**src/verilog/laser_status_defines.svh**
```systemverilog
// Offsets, reset values, field positions and thresholds of the error status logic
// Assumes inclusion by bare name from laser_error_status_logic and pin_sync3
`ifndef LASER_STATUS_DEFINES_SVH
`define LASER_STATUS_DEFINES_SVH

`define OFS_ERR_OUT_SEL      8'h0c
`define OFS_ERR_SUBST_SEL    8'h0d
`define OFS_STATUS_BUS_EN    8'h0e
`define OFS_INTENSITY_PCT    8'h0f

`define RST_ERR_OUT_SEL      8'h00
`define RST_ERR_SUBST_SEL    8'h00
`define RST_STATUS_BUS_EN    8'h00
`define RST_AUTO_ACK         1'b0

`define BIT_INTENSITY        0
`define BIT_TEMPERATURE      1
`define BIT_HARDWARE         2
`define BIT_EMITTER_OFF      3
`define BIT_INTENS_WARN      4
`define BIT_OVERSPEED        5
`define BIT_PLAUSIBILITY     6
`define NUM_STATUS_BITS      7

`define INTENSITY_ERR_PCT    8'h08
`define INTENSITY_WARN_PCT   8'h0c
`define INTENSITY_MAX_PCT    8'h64

`define SEL_OUT_OFF          8'h00
`define SEL_OUT_TEMP         8'h01
`define SEL_OUT_INTENS       8'h02
`define SEL_OUT_HW           8'h03
`define SEL_OUT_ANY          8'h04
`define SEL_OUT_SPEED        8'h05
`define SEL_OUT_PLAUS        8'h06

`define SEL_SUBST_ZERO       8'h00
`define SEL_SUBST_ONES       8'h01
`define SEL_SUBST_LAST       8'h02

`define POS_ZERO             24'h000000
`define POS_ONES             24'hffffff
`define SYNC_ZERO            3'h0

`endif

```
**src/verilog/laser_status_pkg.sv**
```systemverilog
// Types shared by the laser error status logic
// Assumes nothing beyond the defines header
package laser_status_pkg;
    typedef logic [23:0] position_t;
    typedef logic [7:0]  byte_t;

    typedef struct packed {
        logic plausibility;
        logic overspeed;
        logic intens_warn;
        logic emitter_off;
        logic hardware;
        logic temperature;
        logic intensity;
    } status_s;

    typedef struct packed {
        byte_t     status;
        position_t position;
    } input_data_s;

    typedef struct packed {
        logic  wr;
        logic  rd;
        byte_t addr;
        byte_t wdata;
    } param_req_s;
endpackage

```
**src/verilog/laser_error_status_logic.sv**
```systemverilog
// Error supervision: status byte, error output, substitute position
// Assumes synchronous measurement inputs and a synchronous parameter port
`timescale 1ns/10ps
`include "laser_status_defines.svh"

// Overview of operation
// - Error output follows seven-way selector
// - Substitute position when no measurement
// - Selector 0 gives zero position
// - Selector 1 gives all ones
// - Selector 2 holds last valid position
// - Parameter enables status in high byte
// - Bits clear when cause gone, or acknowledged
// - No fault gives zero status byte
// - Bit 0 below 8 percent or interrupted
// - Bit 1 temperature out of range
// - Low temperature only warns
// - Bit 2 hardware fault, substitutes position
// - Bit 3 emitter turned off
// - Bit 4 below 12 percent, still measuring
// - Bit 5 overspeed, check off by default
// - Bit 6 plausibility warning
// - Intensity percent read-only, at most 100
// - Manual ack by bit 3 or input
// - Position at most 24 bits
module laser_error_status_logic
(
    // Clock and reset
    input  wire logic                        i_clock,
    input  wire logic                        i_rst,
    // Parameter port from bus side
    input  wire laser_status_pkg::param_req_s i_param,
    output laser_status_pkg::byte_t          o_param_rdata,
    // Configuration
    input  wire logic                        i_auto_ack,
    input  wire logic                        i_speed_check_en,
    // Master output byte bits
    input  wire logic                        i_ack_bit,
    input  wire logic                        i_emitter_off_cmd,
    // Switching input pin and its configured role
    input  wire logic                        i_switch_pin,
    input  wire logic                        i_switch_is_ack,
    input  wire logic                        i_switch_is_emitter_off,
    // Measurement front end
    input  wire laser_status_pkg::position_t i_position,
    input  wire laser_status_pkg::byte_t     i_intensity_pct,
    input  wire logic                        i_beam_interrupted,
    input  wire logic                        i_temp_high,
    input  wire logic                        i_temp_low,
    input  wire logic                        i_hw_fault,
    input  wire logic                        i_overspeed,
    input  wire logic                        i_implausible,
    // Cyclic input data and pins
    output laser_status_pkg::input_data_s    o_input_data,
    output logic                             o_error_out,
    output logic                             o_emitter_off
);
    import laser_status_pkg::*;

    // Parameter, state and output registers
    byte_t       out_sel_ff;
    byte_t       subst_sel_ff;
    byte_t       bus_en_ff;
    byte_t       intensity_ff;
    byte_t       rdata_ff;
    position_t   last_valid_ff;
    input_data_s data_ff;
    logic        error_out_ff;
    logic        emitter_off_ff;
    logic        ack_bit_ff;

    // Switching input synchronised
    logic        switch_level;

    pin_sync3 u_switch_sync
    (
        .i_clock (i_clock),
        .i_rst   (i_rst),
        .i_pin   (i_switch_pin),
        .o_level (switch_level)
    );

    // Writes to decoded offsets; intensity offset not writable
    wire wr_out_sel   = i_param.wr && (i_param.addr == `OFS_ERR_OUT_SEL);
    wire wr_subst_sel = i_param.wr && (i_param.addr == `OFS_ERR_SUBST_SEL);
    wire wr_bus_en    = i_param.wr && (i_param.addr == `OFS_STATUS_BUS_EN);

    // Intensity clipped to 100
    wire   intens_over = i_intensity_pct > `INTENSITY_MAX_PCT;
    byte_t intens_clip;
    assign intens_clip = intens_over ? `INTENSITY_MAX_PCT : i_intensity_pct;

    // Read selection
    byte_t nxt_rdata;
    assign nxt_rdata =
        (i_param.addr == `OFS_ERR_OUT_SEL)   ? out_sel_ff   :
        (i_param.addr == `OFS_ERR_SUBST_SEL) ? subst_sel_ff :
        (i_param.addr == `OFS_STATUS_BUS_EN) ? bus_en_ff    :
        (i_param.addr == `OFS_INTENSITY_PCT) ? intensity_ff : 8'h00;

    // Causes of each status bit
    wire emitter_off_now = i_emitter_off_cmd | (i_switch_is_emitter_off & switch_level);
    wire intensity_low   = i_intensity_pct < `INTENSITY_ERR_PCT;
    wire intensity_warn  = i_intensity_pct < `INTENSITY_WARN_PCT;
    logic [`NUM_STATUS_BITS-1:0] cause;
    assign cause[`BIT_INTENSITY]    = intensity_low | i_beam_interrupted;
    assign cause[`BIT_TEMPERATURE]  = i_temp_high | i_temp_low;
    assign cause[`BIT_HARDWARE]     = i_hw_fault;
    assign cause[`BIT_EMITTER_OFF]  = emitter_off_now;
    assign cause[`BIT_INTENS_WARN]  = intensity_warn;
    assign cause[`BIT_OVERSPEED]    = i_speed_check_en & i_overspeed;
    assign cause[`BIT_PLAUSIBILITY] = i_implausible;

    // Acknowledge on rising edge of ack bit or while switching input is high
    wire ack_rise  = i_ack_bit & ~ack_bit_ff;
    wire ack_pulse = ack_rise | (i_switch_is_ack & switch_level);

    logic [`NUM_STATUS_BITS-1:0] flags;
    status_s                     status;

    genvar g;
    generate
        for (g = 0; g < `NUM_STATUS_BITS; g = g + 1)
        begin : g_bit
            status_bit_latch u_bit
            (
                .i_clock    (i_clock),
                .i_rst      (i_rst),
                .i_cause    (cause[g]),
                .i_auto_ack (i_auto_ack),
                .i_ack      (ack_pulse),
                .o_flag     (flags[g])
            );
        end
    endgenerate

    assign status = status_s'(flags);

    // No measurement only on intensity below 8 percent, beam loss or hardware fault; low temperature only warns
    wire no_measure = cause[`BIT_INTENSITY] | cause[`BIT_HARDWARE];

    // Substitute position
    position_t subst_pos;
    assign subst_pos =
        (subst_sel_ff == `SEL_SUBST_ONES) ? `POS_ONES      :
        (subst_sel_ff == `SEL_SUBST_LAST) ? last_valid_ff  :
        `POS_ZERO;

    position_t nxt_position;
    assign nxt_position = no_measure ? subst_pos : i_position;

    wire   bus_en = bus_en_ff != 8'h00;
    byte_t nxt_status_byte;
    assign nxt_status_byte = bus_en ? {1'b0, flags} : 8'h00;

    // Error output selection
    logic nxt_error_out;
    assign nxt_error_out =
        (out_sel_ff == `SEL_OUT_TEMP)   ? status.temperature  :
        (out_sel_ff == `SEL_OUT_INTENS) ? status.intensity    :
        (out_sel_ff == `SEL_OUT_HW)     ? status.hardware     :
        (out_sel_ff == `SEL_OUT_ANY)    ? (|flags)            :
        (out_sel_ff == `SEL_OUT_SPEED)  ? status.overspeed    :
        (out_sel_ff == `SEL_OUT_PLAUS)  ? status.plausibility :
        1'b0;

    always_ff @(posedge i_clock or posedge i_rst)
    begin
        if (i_rst)
        begin
            out_sel_ff   <= `RST_ERR_OUT_SEL;
            subst_sel_ff <= `RST_ERR_SUBST_SEL;
            bus_en_ff    <= `RST_STATUS_BUS_EN;
            rdata_ff     <= 8'h00;
        end
        else
        begin
            if (wr_out_sel)
                out_sel_ff <= i_param.wdata;
            if (wr_subst_sel)
                subst_sel_ff <= i_param.wdata;
            if (wr_bus_en)
                bus_en_ff <= i_param.wdata;
            if (i_param.rd)
                rdata_ff <= nxt_rdata;
        end
    end

    always_ff @(posedge i_clock or posedge i_rst)
    begin
        if (i_rst)
        begin
            intensity_ff   <= 8'h00;
            last_valid_ff  <= `POS_ZERO;
            data_ff        <= '0;
            error_out_ff   <= 1'b0;
            emitter_off_ff <= 1'b0;
            ack_bit_ff     <= 1'b0;
        end
        else
        begin
            intensity_ff   <= intens_clip;
            if (!no_measure)
                last_valid_ff <= i_position;
            data_ff        <= {nxt_status_byte, nxt_position};
            error_out_ff   <= nxt_error_out;
            emitter_off_ff <= emitter_off_now;
            ack_bit_ff     <= i_ack_bit;
        end
    end

    assign o_param_rdata = rdata_ff;
    assign o_input_data  = data_ff;
    assign o_error_out   = error_out_ff;
    assign o_emitter_off = emitter_off_ff;

    // Error output selection
    a_error_out_sel: assert property (@(posedge i_clock) disable iff (i_rst)
        out_sel_ff == `SEL_OUT_ANY |=> o_error_out == $past(|flags))
        else $error("any-fault output does not follow status");

    a_error_out_off: assert property (@(posedge i_clock) disable iff (i_rst)
        $past(out_sel_ff) == `SEL_OUT_OFF |-> !o_error_out)
        else $error("disabled error output asserted");

    a_error_out_temp: assert property (@(posedge i_clock) disable iff (i_rst)
        out_sel_ff == `SEL_OUT_TEMP |=> o_error_out == $past(status.temperature))
        else $error("temperature error output wrong");

    a_error_out_intens: assert property (@(posedge i_clock) disable iff (i_rst)
        out_sel_ff == `SEL_OUT_INTENS |=> o_error_out == $past(status.intensity))
        else $error("intensity error output wrong");

    a_error_out_hw: assert property (@(posedge i_clock) disable iff (i_rst)
        out_sel_ff == `SEL_OUT_HW |=> o_error_out == $past(status.hardware))
        else $error("hardware error output wrong");

    a_error_out_speed: assert property (@(posedge i_clock) disable iff (i_rst)
        out_sel_ff == `SEL_OUT_SPEED |=> o_error_out == $past(status.overspeed))
        else $error("speed error output wrong");

    a_error_out_plaus: assert property (@(posedge i_clock) disable iff (i_rst)
        out_sel_ff == `SEL_OUT_PLAUS |=> o_error_out == $past(status.plausibility))
        else $error("plausibility error output wrong");

    // Substitute position
    a_subst_zero: assert property (@(posedge i_clock) disable iff (i_rst)
        no_measure && subst_sel_ff == `SEL_SUBST_ZERO |=> o_input_data.position == `POS_ZERO)
        else $error("zero substitute not sent");

    a_subst_ones: assert property (@(posedge i_clock) disable iff (i_rst)
        no_measure && subst_sel_ff == `SEL_SUBST_ONES |=> o_input_data.position == `POS_ONES)
        else $error("all ones substitute not sent");

    a_subst_last: assert property (@(posedge i_clock) disable iff (i_rst)
        !no_measure ##1 (no_measure && subst_sel_ff == `SEL_SUBST_LAST)
        |=> o_input_data.position == $past(i_position, 2))
        else $error("last valid position not held");

    a_hw_subst: assert property (@(posedge i_clock) disable iff (i_rst)
        i_hw_fault && subst_sel_ff == `SEL_SUBST_ONES |=> o_input_data.position == `POS_ONES)
        else $error("hardware fault not substituted");

    a_measure_pass: assert property (@(posedge i_clock) disable iff (i_rst)
        !i_beam_interrupted && !i_hw_fault && i_intensity_pct >= `INTENSITY_ERR_PCT
        |=> o_input_data.position == $past(i_position))
        else $error("good measurement not passed");

    a_temp_low_meas: assert property (@(posedge i_clock) disable iff (i_rst)
        i_temp_low && !i_hw_fault && !i_beam_interrupted && i_intensity_pct >= `INTENSITY_ERR_PCT
        |=> o_input_data.position == $past(i_position))
        else $error("low temperature disturbed measurement");

    // Status byte and flags
    a_status_gate: assert property (@(posedge i_clock) disable iff (i_rst)
        bus_en_ff == 8'h00 |=> o_input_data.status == 8'h00)
        else $error("status sent while disabled");

    a_status_on_bus: assert property (@(posedge i_clock) disable iff (i_rst)
        bus_en_ff != 8'h00 |=> o_input_data.status == {1'b0, $past(flags)})
        else $error("status not sent while enabled");

    a_status_idle: assert property (@(posedge i_clock) disable iff (i_rst)
        flags == 7'h00 |=> o_input_data.status == 8'h00)
        else $error("status byte not zero without fault");

    a_intens_bit: assert property (@(posedge i_clock) disable iff (i_rst)
        i_intensity_pct < `INTENSITY_ERR_PCT |=> flags[`BIT_INTENSITY] && flags[`BIT_INTENS_WARN])
        else $error("intensity flags not set");

    a_beam_bit: assert property (@(posedge i_clock) disable iff (i_rst)
        i_beam_interrupted |=> flags[`BIT_INTENSITY])
        else $error("beam loss flag not set");

    a_warn_bit: assert property (@(posedge i_clock) disable iff (i_rst)
        i_intensity_pct < `INTENSITY_WARN_PCT |=> flags[`BIT_INTENS_WARN])
        else $error("intensity warning not set");

    a_temp_bit: assert property (@(posedge i_clock) disable iff (i_rst)
        i_temp_high || i_temp_low |=> flags[`BIT_TEMPERATURE])
        else $error("temperature flag not set");

    a_hw_bit: assert property (@(posedge i_clock) disable iff (i_rst)
        i_hw_fault |=> flags[`BIT_HARDWARE])
        else $error("hardware flag not set");

    a_plaus_bit: assert property (@(posedge i_clock) disable iff (i_rst)
        i_implausible |=> flags[`BIT_PLAUSIBILITY])
        else $error("plausibility flag not set");

    a_speed_off: assert property (@(posedge i_clock) disable iff (i_rst)
        !i_speed_check_en && i_auto_ack |=> !flags[`BIT_OVERSPEED])
        else $error("overspeed flag set while check off");

    // Acknowledge
    a_auto_clear: assert property (@(posedge i_clock) disable iff (i_rst)
        i_auto_ack && !i_temp_high && !i_temp_low |=> !flags[`BIT_TEMPERATURE])
        else $error("flag not cleared automatically");

    a_manual_ack: assert property (@(posedge i_clock) disable iff (i_rst)
        !i_auto_ack && ack_pulse && cause == 7'h00 |=> flags == 7'h00)
        else $error("acknowledge did not clear flags");

    // Emitter and intensity
    a_emitter_bit: assert property (@(posedge i_clock) disable iff (i_rst)
        i_emitter_off_cmd |=> flags[`BIT_EMITTER_OFF])
        else $error("emitter off flag not set");

    a_emitter_out: assert property (@(posedge i_clock) disable iff (i_rst)
        i_emitter_off_cmd |=> o_emitter_off)
        else $error("emitter off request not raised");

    a_emitter_clear: assert property (@(posedge i_clock) disable iff (i_rst)
        !i_emitter_off_cmd && !switch_level |=> !o_emitter_off)
        else $error("emitter off request stuck");

    a_intensity_max: assert property (@(posedge i_clock) disable iff (i_rst)
        intensity_ff <= `INTENSITY_MAX_PCT)
        else $error("intensity above 100 percent");

    a_intens_track: assert property (@(posedge i_clock) disable iff (i_rst)
        i_intensity_pct <= `INTENSITY_MAX_PCT |=> intensity_ff == $past(i_intensity_pct))
        else $error("intensity register does not track input");

    a_read_intens: assert property (@(posedge i_clock) disable iff (i_rst)
        i_param.rd && i_param.addr == `OFS_INTENSITY_PCT |=> o_param_rdata == $past(intensity_ff))
        else $error("intensity read data wrong");
endmodule

```
**src/verilog/pin_sync3.sv**
```systemverilog
// Three flop synchroniser for an outside level
// Assumes i_clock domain; stage one is read only by stage two
`timescale 1ns/10ps
`include "laser_status_defines.svh"
module pin_sync3
(
    // Clock and reset
    input  wire logic i_clock,
    input  wire logic i_rst,
    // Pin
    input  wire logic i_pin,
    output logic      o_level
);
    logic [2:0] sync_ff;
    logic       level_ff;
    wire        agree = sync_ff[1] == sync_ff[2];

    always_ff @(posedge i_clock or posedge i_rst)
    begin
        if (i_rst)
        begin
            sync_ff  <= `SYNC_ZERO;
            level_ff <= 1'b0;
        end
        else
        begin
            sync_ff  <= {sync_ff[1:0], i_pin};
            if (agree)
                level_ff <= sync_ff[2];
        end
    end

    assign o_level = level_ff;
endmodule

```
**src/verilog/status_bit_latch.sv**
```systemverilog
// One sticky status bit with cause, acknowledge and auto clear
// Assumes cause and acknowledge already synchronous
`timescale 1ns/10ps
module status_bit_latch
(
    // Clock and reset
    input  wire logic i_clock,
    input  wire logic i_rst,
    // Control
    input  wire logic i_cause,
    input  wire logic i_auto_ack,
    input  wire logic i_ack,
    // Result
    output logic      o_flag
);
    logic flag_ff;
    logic nxt_flag;

    // Cause always wins over clear
    assign nxt_flag = i_cause | (flag_ff & ~i_auto_ack & ~i_ack);

    always_ff @(posedge i_clock or posedge i_rst)
    begin
        if (i_rst)
            flag_ff <= 1'b0;
        else
            flag_ff <= nxt_flag;
    end

    assign o_flag = flag_ff;

    a_flag_holds: assert property (@(posedge i_clock) disable iff (i_rst)
        $past(flag_ff) && !$past(i_auto_ack) && !$past(i_ack) |-> flag_ff)
        else $error("latched flag dropped without acknowledge");
endmodule

```
**config.mk**
```make
export PLATFORM = sky130hd
export DESIGN_NAME = laser_error_status_logic
export DESIGN_NICKNAME = d
export VERILOG_FILES = /design/src/verilog/laser_status_pkg.sv /design/src/verilog/laser_error_status_logic.sv /design/src/verilog/pin_sync3.sv /design/src/verilog/status_bit_latch.sv
export VERILOG_INCLUDE_DIRS = /design/src /design/src/verilog
export SDC_FILE = /design/constraint.sdc
export NUM_CORES = 1
export LEC_CHECK = 0
export ABC_AREA = 1
export BUFFER_PORTS_ARGS = -buffer_cell sky130_fd_sc_hd__buf_2
export CORE_UTILIZATION = 49
export DETAILED_ROUTE_END_ITERATION = 10
export PLACE_DENSITY = 0.76
export REMOVE_ABC_BUFFERS = 1
export SETUP_SLACK_MARGIN = 0.02
export SLEW_MARGIN = 40
export SYNTH_ARGS = -nofsm -noshare
export SYNTH_HDL_FRONTEND = slang
export SYNTH_SLANG_ARGS = --single-unit
```
**constraint.sdc**
```tcl
create_clock -name i_clock -period 3.6 [get_ports i_clock]
set_input_delay 0.54 -clock i_clock [delete_from_list [all_inputs] [get_ports i_clock]]
set_output_delay 0.54 -clock i_clock [all_outputs]
set_load 0.02 [all_outputs]
```
After elaboration in Yosys (flattened, before gate mapping)
Cells that the tools add are included.

Bits in registers: 109. Output and inout port bits: 42. Word-level logic and storage cells: 89.

$lt $le $gt $ge: 3. Eq/ne operators: 13. Multiplexer cells: 15. Bitwise gates (word level): 33. Reductions and logical operators: 5.

Operator list (count): $mux W24 (3); $mux W8 (5); $eq A8 B4 Y1 const B (4); $eq A8 B2 Y1 const B (3); $eq A8 B3 Y1 const B (3); $and A1 B1 Y1 (18); $eq A8 B1 Y1 const B (2); $lt A8 B4 Y1 const B (2); $or A1 B1 Y1 (12); $gt A8 B7 Y1 const B (1); $reduce_bool A8 Y1 (1); $mux W7 (1); $reduce_or A7 Y1 (1); $mux W1 (6); $logic_and A1 B1 Y1 (3); $not A1 Y1 (3); $eq A1 B1 Y1 (1).

Depth between registers and ports, before layout
Gate-level depths: netlist of the first run.

Depth in word-level cells: 7. Depth in mapped cells: 11. Gate-level depth less buffers: 10.

Hierarchy
Synthesis of the first run repeated with hierarchy kept, for this count alone.

Cells, all modules: 586. Area, all modules: 4865.9 um2.

Modules (own cells, without submodules): laser_error_status_logic (instances 1, cells each 528, area an instance 4404.2 um2, seq. area each 2452.4 um2); status_bit_latch (instances 7, cells each 7, area an instance 48.8 um2, seq. area each 25.0 um2); pin_sync3 (instances 1, cells each 9, area an instance 120.1 um2, seq. area each 100.1 um2).

Worst setup path before layout of the first run
OpenSTA, ideal clock, no wires.

Path type: input to register. From: input port i_param[15] (netlist bit). To: register subst_sel_ff[2]. Setup time: 0.121 ns. Data arrival time: 1.351 ns. Path slack: 2.129 ns. Stages on the path: 7. Buffers on the path: 2. Path through: nor2_2 nand2_4 nor2_4 and3_1 buf_4 buf_6 o21ai_1.

Longest elaborated chain between the ends: 2.

RTL lines: from (decl) (RTL line laser_error_status_logic.sv:32) `input wire laser_status_pkg::param_req_s i_param,`; $eq A8 B4 Y1 (no line); $logic_and A1 B1 Y1 (RTL line laser_error_status_logic.sv:85) `` wire wr_subst_sel = i_param.wr && (i_param.addr == `OFS_ERR_SUBST_SEL); ``; to (signal assigned) (RTL line laser_error_status_logic.sv:172) `` subst_sel_ff <= `RST_ERR_SUBST_SEL; ``; to (signal assigned) (RTL line laser_error_status_logic.sv:181) `subst_sel_ff <= i_param.wdata;`; to (decl) (RTL line laser_error_status_logic.sv:62) `byte_t subst_sel_ff;`.

Every way passes these cells. A chain may end at the register's enable or synchronous reset.

Final worst setup path of the first run
From: input port i_intensity_pct[6]. To: register data_ff, in the netlist o_input_data[1].

Longest elaborated chain between the ends: 4.

RTL lines: from (decl) (RTL line laser_error_status_logic.sv:46) `input wire laser_status_pkg::byte_t i_intensity_pct,`; $lt A8 B4 Y1 (no line); $or A1 B1 Y1 (RTL line laser_error_status_logic.sv:106) `` assign cause[`BIT_INTENSITY] = intensity_low | i_beam_interrupted; ``; $or A1 B1 Y1 (RTL line laser_error_status_logic.sv:140) `` wire no_measure = cause[`BIT_INTENSITY] | cause[`BIT_HARDWARE]; ``; $mux W24 (RTL line laser_error_status_logic.sv:150) `assign nxt_position = no_measure ? subst_pos : i_position;`; named net nxt_position[1] (RTL line laser_error_status_logic.sv:149) `position_t nxt_position;`; to (signal assigned) (RTL line laser_error_status_logic.sv:205) `data_ff <= {nxt_status_byte, nxt_position};`; to (decl) (RTL line laser_error_status_logic.sv:67) `input_data_s data_ff;`.

The timed path passes the listed nets, and every way through them passes these cells.

==> impl_metrics.env, run 1 <==
export IMPL_finalCritPeriodShare_pct=50.9
export IMPL_grt_max_degree=71
export IMPL_num_vias=3896
export IMPL_cts_made_buffers=9
export IMPL_portBuffers=105
export IMPL_clockBufferDepth=2
export IMPL_fin_ws_ns=1.77
export IMPL_crit_path_end_kind="flip-flop"
export IMPL_first_pass_iters=4
export IMPL_fillerInstances=832
export IMPL_synth_cell_types=31
export IMPL_io_pins=107
export IMPL_pre_cts_slack_ns=1.41
export IMPL_outcome="finished clean"
export IMPL_r2r_start="subst_sel_ff[4]$_DFFE_PP0P_"
export IMPL_powerDensity_mw_per_mm2=429
export IMPL_vias_per_cell=4.87
export IMPL_hold_buffers=0
export IMPL_final_common_cell="nand2_1"
export IMPL_async_flop_share_pct=100
export IMPL_synth_flop_cell="dfrtp_1"
export IMPL_power_mw=2.40
export IMPL_required_ns=3.90
export IMPL_ir_drop_v=0.000190
export IMPL_ant_nets=0
export IMPL_grtUsageTotal_pct=20.9
export IMPL_antenna_cells=0
export IMPL_rsz0062_at_grt="false"
export IMPL_final_cell_mix="nand2_1, dfrtp_1, buf_2"
export IMPL_cp_startpoint="i_intensity_pct[6]"
export IMPL_grt_pass1_vias=3667
export IMPL_root_buffer="clkbuf_8"
export IMPL_setup_violations=0
export IMPL_synth_warnings=0
export IMPL_finalHoldViolCount=0
export IMPL_worst_hold_slack_ns=0.252
export IMPL_cts_resized_gates=0
export IMPL_finalMaxSlewViolations=0
export IMPL_hpwl_um=6910
export IMPL_clk_pin_slew_ns=0.11
export IMPL_cts_htree_levels=3
export IMPL_cts_setup_buffers=0
export IMPL_antenna_found_initial=0
export IMPL_synth_area_per_cell_um2=8.42
export IMPL_die_h_um=101
export IMPL_tightest_slew_ns=0.738
export IMPL_max_freq_mhz=546
export IMPL_clock_skew_ns=0.0147
export IMPL_regArea_mm2=0.00273
export IMPL_grt_pass1_wl_um=16500
export IMPL_synth_edf_count=0
export IMPL_seq_area_frac_synth_pct=57.2
export IMPL_synth_area_mm2=0.00477
export IMPL_rrSetupSlack_ns=1.88
export IMPL_row_count=35
export IMPL_p_leak_nw=3.28
export IMPL_gr_total_overflow=0
export IMPL_drive_gt1_share_pct=23.2
export IMPL_cp_arrival_ns=2.14
export IMPL_reg2reg_depth=8
export IMPL_finalSetupTns_ns=0
export IMPL_cap_violations=0
export IMPL_multi_input_area_mm2=0.00168
export IMPL_critical_path_class="in -> reg"
export IMPL_tritoncts="built"
export IMPL_routed_wl_um=9880
export IMPL_crit_path_start_kind="primary input"
export IMPL_worstPathMaxFanout=48
export IMPL_relSlewSlack_pct=50.8
export IMPL_drc=0
export IMPL_period_needed_ns=1.83
export IMPL_clock_sinks=109
export IMPL_clk_latency_ns=0.37
export IMPL_synthCells=567
export IMPL_synth_seq_cells=109
export IMPL_num_nets_final=731
export IMPL_die_area_mm2=0.0101
export IMPL_initial_utilization_pct=51.2
export IMPL_place_gp_congestion=0.863
export IMPL_core_area_mm2=0.00933
export IMPL_die_w_um=101
export IMPL_area_growth_pct=17.1
export IMPL_wire_per_inst_um=12.4
export IMPL_drtIter0Drc=133
export IMPL_hp_class="in -> async"
logic make-up after synthesis:
kind of cell               synth area share, %
other                                   0.0786
DFF                                       57.2
buffers and inverters                     7.79
and+or+nand+nor                           28.9
AOI/OAI and AO/OA                         5.87
adders and majority gates                0.210
state kept, by name, indices dropped and copies added (netlist names), 3 cells and up:
signal	flops
u_switch_sync.sync_ff	3
o_param_rdata	8
o_input_data	31
g_bit.u_bit.o_flag	7
out_sel_ff	8
intensity_ff	8
last_valid_ff	24
subst_sel_ff	8
bus_en_ff	8
synthesized netlist by cell type, types with 3 or more instances:
cell type  instances  area share (%)
nand2_1          234              18
dfrtp_1          109              57
inv_1             53             4.2
nand3_1           38             4.0
o21ai_1           23             2.4
nor2_1            18             1.4
o21ai_0           14             1.5
buf_2             12             1.3
inv_2              9            0.71
a21oi_1            8            0.84
nand4_1            6            0.79
nand2_2            5            0.66
nor2_4             5             1.2
buf_6              4            0.94
o21bai_1           4            0.63
buf_4              3            0.47
clkbuf_1           3            0.24
final timing paths:
check,end
min in group i_clock,u_switch_sync.sync_ff[0]$_DFF_PP0_
hold reg to reg,u_switch_sync.sync_ff[1]$_DFF_PP0_
hold / removal,u_switch_sync.sync_ff[0]$_DFF_PP0_
setup / recovery,o_input_data[1]$_DFF_PP0_
setup reg to reg,o_input_data[1]$_DFF_PP0_
max in group asynchronous,last_valid_ff[6]$_DFFE_PP0P_
critical path, stage by stage:
cell,delay [ns]
buf_2,0.11
nor2_1,0.19
nand4_1,0.10
nand2_1,0.14
nor2_4,0.04
buf_4,0.21
inv_2,0.57
nand2_1,0.12
nand2_1,0.10
cell type report:
cell class / instances / area share (%)
timing repair buffer: 109 / 10.3
sequential: 109 / 48.8
tap: 129 / 2.89
multi-input combinational: 375 / 30.0
clock buffer: 10 / 2.46
clock inverter: 6 / 1.25
inverter: 62 / 4.25
metal layers:
| layer | vias to the layer above | wire [µm] | global-route usage [%] |
|---|---|---|---|
| li1 | 1946 | - | - |
| met1 | 1807 | 4440 | 27.7 |
| met2 | 126 | 4610 | 33.4 |
| met3 | 17 | 621 | 4.65 |
| met4 | 0 | 216 | 8.47 |
| met5 | - | 0 | 0 |
through the flow:
| step | instance area [µm²] | std cells | utilization, % |
|---|---|---|---|
| global route | 5590 | 800 | 59.9 |
| detailed placement | 5380 | 784 | 57.6 |
| CTS | 5580 | 800 | 59.9 |
| finish | 5590 | 800 | 59.9 |
| floorplan | 4640 | 546 | - |
| global placement | 5360 | 783 | 57.5 |
where the power goes:
part           total (mW)  internal [mW]  switching (mW)
combinational       0.278         0.0951           0.182
sequential           1.36           1.31          0.0447
clock               0.763          0.346           0.417
(Power assumes the default switching activity.)
==> run 2: changes to the inputs <==
- CORE_UTILIZATION: 49 -> 54
- PLACE_DENSITY: 0.76 -> 0.8
- clock period: 3.6 -> 1.9 ns (I/O delays scaled with it)
==> run 2 against run 1 <==
Compared with the run above: combinational power grew 92%; first-iteration DRC count grew 17%; global-route usage grew 2.7 points; power grew 84%; cell area shrank 0.20%.
==> impl_metrics.env, run 2 (synthesized netlist as in run 1, its figures left out) <==
export IMPL_finalMaxSlewViolations=0
export IMPL_core_area_mm2=0.00838
export IMPL_drtIter0Drc=156
export IMPL_worstPathMaxFanout=24
export IMPL_gr_usage_met3_pct=5.13
export IMPL_switchingPower_mw=1.23
export IMPL_die_area_mm2=0.00922
export IMPL_finalHoldViolCount=0
export IMPL_powerDensity_mw_per_mm2=791
export IMPL_period_needed_ns=1.36
export IMPL_initial_utilization_pct=56.9
export IMPL_clk_pin_slew_ns=0.11
export IMPL_final_cells=781
export IMPL_first_pass_iters=5
export IMPL_die_h_um=96.0
export IMPL_tightest_slew_ns=0.587
export IMPL_crit_path_end_kind="flip-flop"
export IMPL_grt_use_met2_pct=41.0
export IMPL_final_common_cell="nand2_1"
export IMPL_pwr_share_clk_pct=29.6
export IMPL_area_growth_pct=16.9
export IMPL_r2r_start="subst_sel_ff[5]$_DFFE_PP0P_"
export IMPL_clock_skew_ns=0.00995
export IMPL_cts_made_buffers=9
export IMPL_final_cell_mix="nand2_1, dfrtp_1, buf_2"
export IMPL_tritoncts="built"
export IMPL_hp_class="in -> reg"
export IMPL_switching_share_pct=28.0
export IMPL_worst_hold_slack_ns=0.0351
export IMPL_cts_setup_buffers=0
export IMPL_row_count=33
export IMPL_crit_path_start_kind="flip-flop"
export IMPL_num_nets_final=736
export IMPL_grt_pass1_wl_um=16600
export IMPL_required_ns=2.20
export IMPL_cts_htree_levels=3
export IMPL_root_buffer="clkbuf_8"
export IMPL_timing_rr_end="o_input_data[7]$_DFF_PP0_"
export IMPL_wire_per_inst_um=12.5
export IMPL_routed_wl_um=9740
export IMPL_fin_ws_ns=0.538
export IMPL_intPower_mw=3.18
export IMPL_drc=0
export IMPL_place_inst=764
export IMPL_clock_sinks=109
export IMPL_drive_gt1_share_pct=23.4
export IMPL_crit_top_cell="nand2_1"
export IMPL_power_frac_comb_pct=12.1
export IMPL_ant_nets=0
export IMPL_cp_arrival_ns=1.66
export IMPL_relSlewSlack_pct=60.8
export IMPL_gr_total_overflow=0
export IMPL_io_pins=107
export IMPL_portBuffers=105
export IMPL_pre_cts_slack_ns=0.210
export IMPL_rsz0062_at_grt="false"
export IMPL_num_vias=3889
export IMPL_cap_violations=0
export IMPL_setup_violations=0
export IMPL_die_w_um=96.0
export IMPL_clockBufferDepth=2
export IMPL_grt_busiest_layer="met2"
export IMPL_grtUsageTotal_pct=23.6
export IMPL_rrSetupSlack_ns=0.54
export IMPL_antenna_cells=0
export IMPL_p_leak_nw=3.28
export IMPL_max_stage_delay_ns=0.40
export IMPL_cts_resized_gates=0
export IMPL_clk_latency_ns=0.36
export IMPL_place_gp_congestion=0.829
export IMPL_cp_startpoint="subst_sel_ff[5]$_DFFE_PP0P_"
export IMPL_largest_reg_flops=31
export IMPL_vias_per_cell=4.98
export IMPL_ir_drop_v=0.000498
export IMPL_outcome="finished clean"
export IMPL_critical_path_class="reg -> reg"
export IMPL_critPathSlowestCell="dfrtp_1"
export IMPL_crit_end="o_input_data[7]$_DFF_PP0_"
export IMPL_grt_max_degree=49
export IMPL_hpwl_um=6970
export IMPL_reg2reg_depth=8
export IMPL_grt_pass1_vias=3770
export IMPL_use_met1_pct=29.5
export IMPL_antenna_found_initial=0
export IMPL_power_mw=4.41
export IMPL_seq_power_share_pct=58.3
export IMPL_finalInstanceArea_mm2=0.00558
export IMPL_placed_cell_area_mm2=0.00538
export IMPL_critical_path_cell_chain="inv_1 -> nand2_1 -> nor3_4 -> buf_4 -> nand3_1 -> nand2_1 -> nand2_1 -> nand2_1"
export IMPL_max_freq_mhz=734
export IMPL_finalCritPeriodShare_pct=71.7
==> run 2: cell types whose count changed in the layout (fill, tap and decap cells not counted), sizes merged <==
cell         delta
buf             +4
bufinv          -1
clkinv          -1
clkinvlp        +1
dlygate4sd3     +1
inv             +1
==> run 2: timing repair <==
action / in CTS / in global routing
hold endpoints to repair: 35 / 0
hold buffers: 1 / 0
endpoints found under the setup margin: 0 / 0
==> run 2: through the flow <==
step,TNS [ns],util (%)
floorplan,-137.23,-
finish,0,66.5
detailed placement,0,64.2
CTS,0,66.5
global route,0,66.5
global placement,0,64.2
==> run 2: metal layers <==
| metal | wire length [µm] | vias up |
|---|---|---|
| li1 | - | 1960 |
| met1 | 4280 | 1775 |
| met2 | 4760 | 140 |
| met3 | 548 | 14 |
| met4 | 152 | 0 |
| met5 | 0 | - |
==> run 2: how the worst min path moves through the flow <==
stage | cells past startpoint | startpoint | slack [ns] | to
6_report | 1 | i_ack_bit | 0.04 | ack_bit_ff$_DFF_PP0_
5_1_grt | 1 | i_ack_bit | 0.01 | ack_bit_ff$_DFF_PP0_
4_1_cts | 1 | i_ack_bit | 0.02 | ack_bit_ff$_DFF_PP0_
3_5_place_dp | 0 | u_switch_sync.sync_ff[0]$_DFF_PP0_ | 0.34 | u_switch_sync.sync_ff[1]$_DFF_PP0_
3_3_place_gp | 0 | u_switch_sync.sync_ff[0]$_DFF_PP0_ | 0.33 | u_switch_sync.sync_ff[1]$_DFF_PP0_
2_1_floorplan | 0 | i_ack_bit | 0.32 | ack_bit_ff$_DFF_PP0_
==> run 2: power by group through the flow <==
| stage | combinational, mW | clock, mW | sequential [mW] |
|---|---|---|---|
| floorplan | 0.259 | 0 | 2.67 |
| finish | 0.534 | 1.31 | 2.57 |
| CTS | 0.542 | 1.35 | 2.57 |
| global placement | 0.522 | 0 | 2.61 |
| global route | 0.608 | 1.45 | 2.59 |
| detailed placement | 0.540 | 0 | 2.62 |
==> run 2: worst max-delay path: cells and delay by family, from the launching register on <==
kind	cells	cell delay [ns]
DFF	1	0.40
and+or+nand+nor	6	0.52
buffers and inverters	2	0.37
==> run 2: area by class of cell <==
class                      count  area (µm²)
multi-input combinational    375        1680
clock buffer                  10         128
tap                          105         131
sequential                   109        2730
clock inverter                 6        58.8
inverter                      62         235
fill                         736        2800
timing repair buffer         114         621
